### src/inc/swcr_pkg.sv
// Constants for the sleep/wake configuration register bank.
// Assumes a 32-bit serial frame, MSB first, from a host acting as bus master.
`default_nettype none

package swcr_pkg;

	// ------------------------------------------------------------
	// Frame layout
	// ------------------------------------------------------------
	localparam int FRAME_BITS = 32;
	localparam int ADDR_MSB = 31;
	localparam int ADDR_LSB = 25;
	localparam int RW_BIT = 24;
	localparam int FAULT_BIT = 23;
	localparam int FLAG_BIT = 22;
	localparam int RDATA_MSB = 21;
	localparam logic [5:0] FRAME_BITS_CNT = 6'h20;
	localparam logic [5:0] BIT_CNT_MAX = 6'h3f;

	// ------------------------------------------------------------
	// Register addresses (7-bit frame address field)
	// ------------------------------------------------------------
	localparam logic [6:0] ADDR_WAKE_EN_PROG = 7'h10;
	localparam logic [6:0] ADDR_WAKE_EN_GND = 7'h11;
	localparam logic [6:0] ADDR_COMP_ONLY_PROG = 7'h12;

	// ------------------------------------------------------------
	// Field widths and power-on defaults
	// ------------------------------------------------------------
	localparam int PROG_W = 8;
	localparam int GND_W = 14;
	localparam logic [7:0] WAKE_EN_PROG_RST = 8'hff;
	localparam logic [13:0] WAKE_EN_GND_RST = 14'h3fff;
	localparam logic [7:0] COMP_ONLY_PROG_RST = 8'h00;

	// Pin synchroniser resets: chip select idles high, rest low
	localparam int PIN_W = 25;
	localparam logic [24:0] PIN_RST = 25'h0800000;

endpackage : swcr_pkg

`default_nettype wire

### src/rtl/swcr_top.sv
// Sleep/wake configuration registers with serial register access and wake detection.
// Assumes the host drives a mode-0 serial link far slower than clk_in (200 MHz).
`timescale 1ns/1ps
`default_nettype none

module swcr_top (
	input wire logic clk_in,
	input wire logic arst_n_in,
	input wire logic spi_clk_in,
	input wire logic spi_cs_n_in,
	input wire logic spi_mosi_in,
	output logic spi_miso_out,
	output logic spi_miso_oe_n_out,
	input wire logic fault_status_in,
	input wire logic interrupt_flag_bit_in,
	input wire logic sleep_state_in,
	input wire logic sleep_tick_in,
	input wire logic poll_tick_in,
	input wire logic [7:0] programmable_input_in,
	input wire logic [13:0] ground_switch_input_in,
	output logic wake_out,
	output logic poll_timer_run_out,
	output logic poll_event_out,
	output logic [7:0] poll_current_en_out,
	output logic [7:0] comparator_only_out
);

	// ------------------------------------------------------------
	// Pin synchronisers
	// ------------------------------------------------------------
	logic [swcr_pkg::PIN_W-1:0] pins_sync;
	logic sclk_s;
	logic cs_n_s;
	logic mosi_s;
	logic [7:0] prog_s;
	logic [13:0] gnd_s;

	swcr_sync #(
		.W(swcr_pkg::PIN_W),
		.RST(swcr_pkg::PIN_RST)
	) u_sync (
		.clk_in(clk_in),
		.arst_n_in(arst_n_in),
		.async_in({spi_clk_in, spi_cs_n_in, spi_mosi_in, programmable_input_in, ground_switch_input_in}),
		.sync_out(pins_sync)
	);

	assign sclk_s = pins_sync[24];
	assign cs_n_s = pins_sync[23];
	assign mosi_s = pins_sync[22];
	assign prog_s = pins_sync[21:14];
	assign gnd_s = pins_sync[13:0];

	// ------------------------------------------------------------
	// Link edge detection
	// ------------------------------------------------------------
	logic sclk_prev_q;
	logic cs_n_prev_q;
	logic sclk_rise;
	logic sclk_fall;
	logic cs_fall;
	logic cs_rise;

	assign sclk_rise = sclk_s & ~sclk_prev_q & ~cs_n_s;
	assign sclk_fall = ~sclk_s & sclk_prev_q & ~cs_n_s;
	assign cs_fall = ~cs_n_s & cs_n_prev_q;
	assign cs_rise = cs_n_s & ~cs_n_prev_q;

	always_ff @(posedge clk_in or negedge arst_n_in) begin
		if (!arst_n_in) begin
			sclk_prev_q <= 1'b0;
			cs_n_prev_q <= 1'b1;
		end else begin
			sclk_prev_q <= sclk_s;
			cs_n_prev_q <= cs_n_s;
		end
	end

	// ------------------------------------------------------------
	// Frame shifter
	// ------------------------------------------------------------
	logic [31:0] rx_q;
	logic [31:0] tx_q;
	logic [5:0] bit_cnt_q;
	logic [6:0] last_addr_q;
	logic last_rw_q;
	logic [6:0] rx_addr;
	logic rx_rw;
	logic frame_ok;
	logic wr_en;
	logic [21:0] rd_data;
	logic [31:0] reply;

	assign rx_addr = rx_q[swcr_pkg::ADDR_MSB:swcr_pkg::ADDR_LSB];
	assign rx_rw = rx_q[swcr_pkg::RW_BIT];
	// A frame of any length other than 32 bits is dropped whole
	assign frame_ok = cs_rise && (bit_cnt_q == swcr_pkg::FRAME_BITS_CNT);
	assign wr_en = frame_ok && rx_rw;
	// Reply carries the previous frame's address and rw, then status and data
	assign reply = {last_addr_q, last_rw_q, fault_status_in, interrupt_flag_bit_in, rd_data};

	always_ff @(posedge clk_in or negedge arst_n_in) begin
		if (!arst_n_in) begin
			rx_q <= 32'h00000000;
			tx_q <= 32'h00000000;
			bit_cnt_q <= 6'h00;
		end else if (cs_fall) begin
			tx_q <= reply;
			bit_cnt_q <= 6'h00;
		end else begin
			if (sclk_rise) begin
				rx_q <= {rx_q[30:0], mosi_s};
				if (bit_cnt_q != swcr_pkg::BIT_CNT_MAX) begin
					bit_cnt_q <= bit_cnt_q + 6'h01;
				end
			end
			if (sclk_fall) begin
				tx_q <= {tx_q[30:0], 1'b0};
			end
		end
	end

	always_ff @(posedge clk_in or negedge arst_n_in) begin
		if (!arst_n_in) begin
			last_addr_q <= 7'h00;
			last_rw_q <= 1'b0;
		end else if (frame_ok) begin
			last_addr_q <= rx_addr;
			last_rw_q <= rx_rw;
		end
	end

	assign spi_miso_out = tx_q[31];
	assign spi_miso_oe_n_out = cs_n_s;

	// ------------------------------------------------------------
	// Configuration registers
	// ------------------------------------------------------------
	logic [7:0] wake_en_prog_q;
	logic [13:0] wake_en_gnd_q;
	logic [7:0] comp_only_prog_q;
	logic wr_wake_prog;
	logic wr_wake_gnd;
	logic wr_comp_prog;

	assign wr_wake_prog = wr_en && (rx_addr == swcr_pkg::ADDR_WAKE_EN_PROG);
	assign wr_wake_gnd = wr_en && (rx_addr == swcr_pkg::ADDR_WAKE_EN_GND);
	assign wr_comp_prog = wr_en && (rx_addr == swcr_pkg::ADDR_COMP_ONLY_PROG);

	// Writes accepted in any state; the host keeps them to normal mode
	always_ff @(posedge clk_in or negedge arst_n_in) begin
		if (!arst_n_in) begin
			wake_en_prog_q <= swcr_pkg::WAKE_EN_PROG_RST;
			wake_en_gnd_q <= swcr_pkg::WAKE_EN_GND_RST;
			comp_only_prog_q <= swcr_pkg::COMP_ONLY_PROG_RST;
		end else begin
			if (wr_wake_prog) begin
				wake_en_prog_q <= rx_q[7:0];
			end
			if (wr_wake_gnd) begin
				wake_en_gnd_q <= rx_q[13:0];
			end
			if (wr_comp_prog) begin
				comp_only_prog_q <= rx_q[7:0];
			end
		end
	end

	// Unused bits and unmapped addresses read as zero
	assign rd_data = (last_addr_q == swcr_pkg::ADDR_WAKE_EN_PROG) ? {14'h0000, wake_en_prog_q} :
		(last_addr_q == swcr_pkg::ADDR_WAKE_EN_GND) ? {8'h00, wake_en_gnd_q} :
		(last_addr_q == swcr_pkg::ADDR_COMP_ONLY_PROG) ? {14'h0000, comp_only_prog_q} :
		22'h000000;

	// ------------------------------------------------------------
	// Polling control
	// ------------------------------------------------------------
	logic any_wake_en;
	logic poll_event;

	assign any_wake_en = (|wake_en_prog_q) | (|wake_en_gnd_q);
	// Timer stops only in sleep with no wake-enable bit set; normal mode keeps it
	assign poll_timer_run_out = ~sleep_state_in | any_wake_en;
	assign poll_event = sleep_state_in & any_wake_en & poll_tick_in;
	assign poll_event_out = poll_event;
	// Comparator-only inputs never draw polling current
	assign poll_current_en_out = {8{poll_event}} & ~comp_only_prog_q;
	assign comparator_only_out = comp_only_prog_q;

	// ------------------------------------------------------------
	// Wake detection
	// ------------------------------------------------------------
	logic [7:0] prog_ref_q;
	logic [13:0] gnd_ref_q;
	logic [7:0] prog_look;
	logic [7:0] prog_armed;
	logic prog_wake;
	logic gnd_wake;
	logic wake_q;

	// Comparator-only inputs are checked every sleep tick, others at poll events
	assign prog_look = comp_only_prog_q & {8{sleep_tick_in}} | {8{poll_event}};
	assign prog_armed = wake_en_prog_q | comp_only_prog_q;
	assign prog_wake = |((prog_s ^ prog_ref_q) & prog_look & prog_armed);
	assign gnd_wake = |((gnd_s ^ gnd_ref_q) & {14{poll_event}} & wake_en_gnd_q);

	// References follow the pins while awake; in sleep only looked-at bits refresh
	always_ff @(posedge clk_in or negedge arst_n_in) begin
		if (!arst_n_in) begin
			prog_ref_q <= 8'h00;
			gnd_ref_q <= 14'h0000;
			wake_q <= 1'b0;
		end else begin
			if (!sleep_state_in) begin
				prog_ref_q <= prog_s;
				gnd_ref_q <= gnd_s;
			end else begin
				prog_ref_q <= (prog_s & prog_look) | (prog_ref_q & ~prog_look);
				if (poll_event) begin
					gnd_ref_q <= gnd_s;
				end
			end
			wake_q <= sleep_state_in & (prog_wake | gnd_wake);
		end
	end

	assign wake_out = wake_q;

endmodule : swcr_top

`default_nettype wire

### src/rtl/swcr_sync.sv
// Three-stage synchroniser with a two-stage agreement filter, one per bit.
// Assumes inputs are asynchronous to clk_in; output changes once stages 2 and 3 agree.
`timescale 1ns/1ps
`default_nettype none

module swcr_sync #(
	parameter int W = 1,
	parameter logic [W-1:0] RST = '0
) (
	input wire logic clk_in,
	input wire logic arst_n_in,
	input wire logic [W-1:0] async_in,
	output logic [W-1:0] sync_out
);

	// ------------------------------------------------------------
	// Per-bit chain
	// ------------------------------------------------------------
	genvar i;
	generate
		for (i = 0; i < W; i++) begin : g_bit
			logic s1_q;
			logic s2_q;
			logic s3_q;
			logic out_q;
			// Stage 1 feeds stage 2 only, to keep metastability contained
			always_ff @(posedge clk_in or negedge arst_n_in) begin
				if (!arst_n_in) begin
					s1_q <= RST[i];
					s2_q <= RST[i];
					s3_q <= RST[i];
					out_q <= RST[i];
				end else begin
					s1_q <= async_in[i];
					s2_q <= s1_q;
					s3_q <= s2_q;
					if (s2_q == s3_q) begin
						out_q <= s3_q;
					end
				end
			end
			assign sync_out[i] = out_q;
		end
	endgenerate

endmodule : swcr_sync

`default_nettype wire

### config.mk
export PLATFORM = sky130hd
export DESIGN_NAME = swcr_top
export DESIGN_NICKNAME = d
export VERILOG_FILES = /design/src/inc/swcr_pkg.sv /design/src/rtl/swcr_top.sv /design/src/rtl/swcr_sync.sv
export SDC_FILE = /design/constraint.sdc
export NUM_CORES = 1
export LEC_CHECK = 0
export ABC_AREA = 1
export BUFFER_PORTS_ARGS = -buffer_cell sky130_fd_sc_hd__buf_2
export CORE_MARGIN = 5
export CORE_UTILIZATION = 39
export DETAILED_ROUTE_END_ITERATION = 6
export MAX_ROUTING_LAYER = met4
export PLACE_DENSITY_LB_ADDON = 0.15
export SLEW_MARGIN = 20
export SYNTH_ARGS = -nofsm -noshare
export SYNTH_HDL_FRONTEND = slang
export SYNTH_SLANG_ARGS = --single-unit
### constraint.sdc
create_clock -name clk_in -period 2.2 [get_ports clk_in]
set_clock_uncertainty 0.15 [all_clocks]
set_input_delay 0 -clock clk_in [delete_from_list [all_inputs] [get_ports clk_in]]
set_output_delay 0 -clock clk_in [all_outputs]
set_load 0.05 [all_outputs]
==> summary.md <==
| Metric | Value |
|---|---|
| TritonCTS clock tree | `done` |
| Clk sinks | `between 200 and 250` |
| Fillers | `2100` |
| Synth cell count leaders | `dfrtp_1 (206), nand2_1 (205), inv_1 (85), nor2_1 (69), o21ai_0 (66)` |
| Die footprint | `0.02621 mm²` |
| Adder-Cell Fraction of Synth Area | `between 3 and 4%` |
| Unrepaired setup endpoints after global routing | `no` |
| Sum Neg Setup Slack | `0 ps` |
| Mux cell area share after synthesis | `between 1.5 and 2%` |
| Final Util | `roughly half` |
| CP Launch Type | `register` |
| P_int | `around 0.0076 W` |
| Most frequent cell after synthesis | `dfrtp_1` |
| Max IR drop VDD | `between 0.0005 and 0.0006 V` |
| Total power per unit cell area | `902.3 mW/mm²` |
| Max Freq | `about 0.48 GHz` |
| Leak | `roughly 5.2 nW` |
| Height of the die | `about 160 µm` |
| Vias in the first global route | `approximately 6200` |
| Gate Count Post-Synth | `between 800 and 900` |
| Final Setup Violations | `0` |
| Overflow after GRT | `0` |
| Hold slack | `~110 ps` |
| Mean routed wirelength per cell | `approximately 14 µm` |
| Tightest Pin Transition | `approximately 520 ps` |
| Fin. Hold Viols | `0` |
| CP Capture Type | `output port` |
| Post-DP Area | `about 0.0097 mm²` |
| Sw Pwr | `around 0.0025 W` |
| Sequential Power Share | `between 40% and 50%` |
| Period utilization | `a little over nine tenths` |
| Initial DRC Count | `approximately 350` |
| Data required, critical path | `approximately 2100 ps` |
| Clk slew on worst S/H paths | `~60 ps` |
| Post-synth EDFFs | `0` |
| I/O Buffers | `52` |
| Total CTS buffers | `26` |
| Sw Share | `approximately a quarter` |
| IO Count | `53` |
| Final wirelength | `18570 µm` |
| Nets | `around 1000` |
| Clk root buf | `clkbuf_16` |
| Ranking of synthesized cells by area | `dfrtp_1 (57%), nand2_1 (8.5%), dfstp_2 (7.9%), o21ai_0 (3.7%), inv_1 (3.5%)` |
| Simple-gate share of the synthesized area | `around 15%` |
| Synth area leader | `dfrtp_1` |
| Pin count of the biggest net entering global routing | `just under 60` |
| Max Root-Sink Buffers | `3` |
| Combinational Power Share | `~10%` |
| Slew Limit Headroom | `roughly two thirds` |
| Async S/R FF share, synth | `100.0%` |
| Net Count, Synth | `between 900 and 1000` |
| Ant. Diodes | `0` |
| Register area share after synthesis | `between 60 and 70%` |
| Flops & latches, synth | `about 230` |
| Core Area | `approximately 0.023 mm²` |
| Max_cap viols | `0` |
| Area fraction of the dominant cell type after synthesis | `57.28%` |
| Synth Area in Compound Gates | `about a tenth` |
| Post-DP HPWL | `between 10000 and 15000 µm` |
| Clock power frac | `roughly two fifths` |
| Initial antenna violation count | `0` |
| Crit-path most repeated cell | `nor2_2` |
| Via density | `around 4.7` |
| Multi-input gate area | `0.002710 mm²` |
| Yosys cell types | `40` |
| Final min period | `roughly 2100 ps` |
| Layout cell share with drive strength beyond 1 | `18.57%` |
| Via count | `about 6000` |
| Post-Syn Area | `0.009000 mm²` |
| Final ANT Viol Nets | `0` |
| Drt first pass iters | `5` |
| CP arrival | `1950 ps` |
| GP Congestion | `slightly above 0.8` |
| Hold Crit Class | `input pin to register` |
| Final Cell Area | `approximately 0.011 mm²` |
| Setup CP Type | `register to output port` |
| Skew-Pair Late Insertion Delay | `530 ps` |
| Initial core utilization | `39.63%` |
| Area Growth Syn to Fin | `25.16%` |
| Dominant synthesized flop cell | `dfrtp_1` |
| FF/Latch Area | `0.005864 mm²` |
| Row count | `55` |
| Status | `finished clean` |
| Die Span X | `between 150 and 200 µm` |
| First-pass GRT wire length | `31500 µm` |
| Max Slew Vio Count | `0` |
| Critical path's slowest cell | `dfstp_2` |
| Crit-path cells | `nor2_2, nand2_1, nor2_2, nand3_2, nand2_4, buf_6, nor2_2, buf_6` |
| Post-Synth XOR/XNOR Area | `0.09732%` |
| GRT Resource Usage Total | `~15%` |
| Syn Area/Cell | `just over 10 µm²` |
| Largest family of logic cells by synthesized area | `simple AND/OR/NAND/NOR gates` |
| Synth warn | `0` |
| CP max FO | `9` |
| Top delay family on crit path | `flip-flops` |
| Htree depth | `1` |
| Slowest stage delay, CP | `600 ps` |
| Drc violations | `0` |
| Critical path buffer and inverter count | `2` |
-- power groups by stage --
stage	clock (W)	sequential, W	combinational (W)
finish	0.00416	0.00498	0.00102
global route	0.00450	0.00504	0.00117
CTS	0.00431	0.00499	0.00104
detailed placement	0	0.00505	0.000955
global placement	0	0.00505	0.000941
floorplan	0	0.00502	0.000602
-- path summary, 6_finish.rpt --
kind	startpoint	end	slack, ps	depth (start not counted)
worst max-delay path	wake_en_gnd_q[12]$_DFFE_PN1P_	poll_current_en_out[0]	100	8
worst min-delay path	interrupt_flag_bit_in	tx_q[22]$_DFFE_PN0P_	110	4
worst max register to register	wake_en_gnd_q[13]$_DFFE_PN1P_	gnd_ref_q[0]$_DFFE_PN0P_	210	10
worst min register to register	u_sync.g_bit[4].s1_q$_DFF_PN0_	u_sync.g_bit[4].s2_q$_DFF_PN0_	200	0
max in group asynchronous	arst_n_in	wake_en_prog_q[7]$_DFFE_PN1P_	790	4
min in group asynchronous	arst_n_in	u_sync.g_bit[0].s1_q$_DFF_PN0_	410	3
-- logic make-up after synthesis --
kind of cell / Yosys count
AND/OR/NAND/NOR: 323
AO/OA/AOI/OAI: 155
multiplexers: 15
XOR/XNOR: 1
adder cells (fa/ha/maj): 27
buffers and inverters: 113
flip-flops: 233
-- cells in the final DEF, fill, tap and decap left out, drive strengths merged, types with 2 or more instances in the layout --
| master | count |
|---|---|
| clkinv | 3 |
| dfstp | 27 |
| dfrtp | 206 |
| o31ai | 3 |
| nand4 | 2 |
| nor2 | 73 |
| o22ai | 6 |
| or2 | 2 |
| buf | 78 |
| o221ai | 7 |
| mux2 | 9 |
| a21oi | 23 |
| dlygate4sd3 | 57 |
| inv | 87 |
| o21ai | 103 |
| a31oi | 8 |
| nand2 | 211 |
| nor3 | 5 |
| clkbuf | 41 |
| mux2i | 6 |
| nor4 | 4 |
| nand3 | 27 |
| ha | 2 |
| maj3 | 25 |
| o21a | 2 |
-- per-stage QoR --
stage / std cells / worst slack, ps / power [W]
floorplan: 867 / 266.5 / 0.005621
global placement: 1196 / 238.8 / 0.005987
detailed placement: 1196 / 135.7 / 0.006010
CTS: 1302 / 16.55 / 0.01033
global route: 1308 / 6.243 / 0.01071
finish: 1308 / 104.8 / 0.01016
-- state kept, by name (all words and copies together), names as in the netlist, 8 cells and up, named ones only --
signal,flops
gnd_ref_q,14
tx_q,32
u_sync.g_bit.s1_q,25
wake_en_gnd_q,14
comparator_only_out,8
u_sync.g_bit.out_q,25
u_sync.g_bit.s3_q,25
rx_q,32
u_sync.g_bit.s2_q,25
wake_en_prog_q,8
-- final cells by class --
cell class,instances,share of cell area [%]
repair buffers,135,10.36
clock buffers,41,6.898
multi-input cells,522,24.06
well taps,285,3.166
flip-flops and latches,233,52.06
clock inverters,4,0.5220
inverters,88,2.932
-- metal layers --
metal / track usage, % / part of all wire, % / up-vias
li1: - / - / 3091
met1: 20.81 / 49 / 2931
met2: 23.21 / 45 / 99
met3: 2.512 / 3.8 / 30
met4: 3.922 / 2.4 / 0
met5: - / 0 / -
-- tightest hold or removal path, delay by kind of cell --
kind | cells | cell delay [ps]
AO/OA/AOI/OAI | 2 | 110
buffers and inverters | 2 | 610
-- what timing repair did --
action                                 4_1_cts  5_1_grt
hold buffers                                57        0
resized for setup                           15       18
setup buffers                                4        5
endpoints found under the hold margin      272        0
gates cloned                                 0        1
setup endpoints to repair                    8       19
pin swaps                                    0        2
No activity file was read; power rests on OpenSTA's default activity.
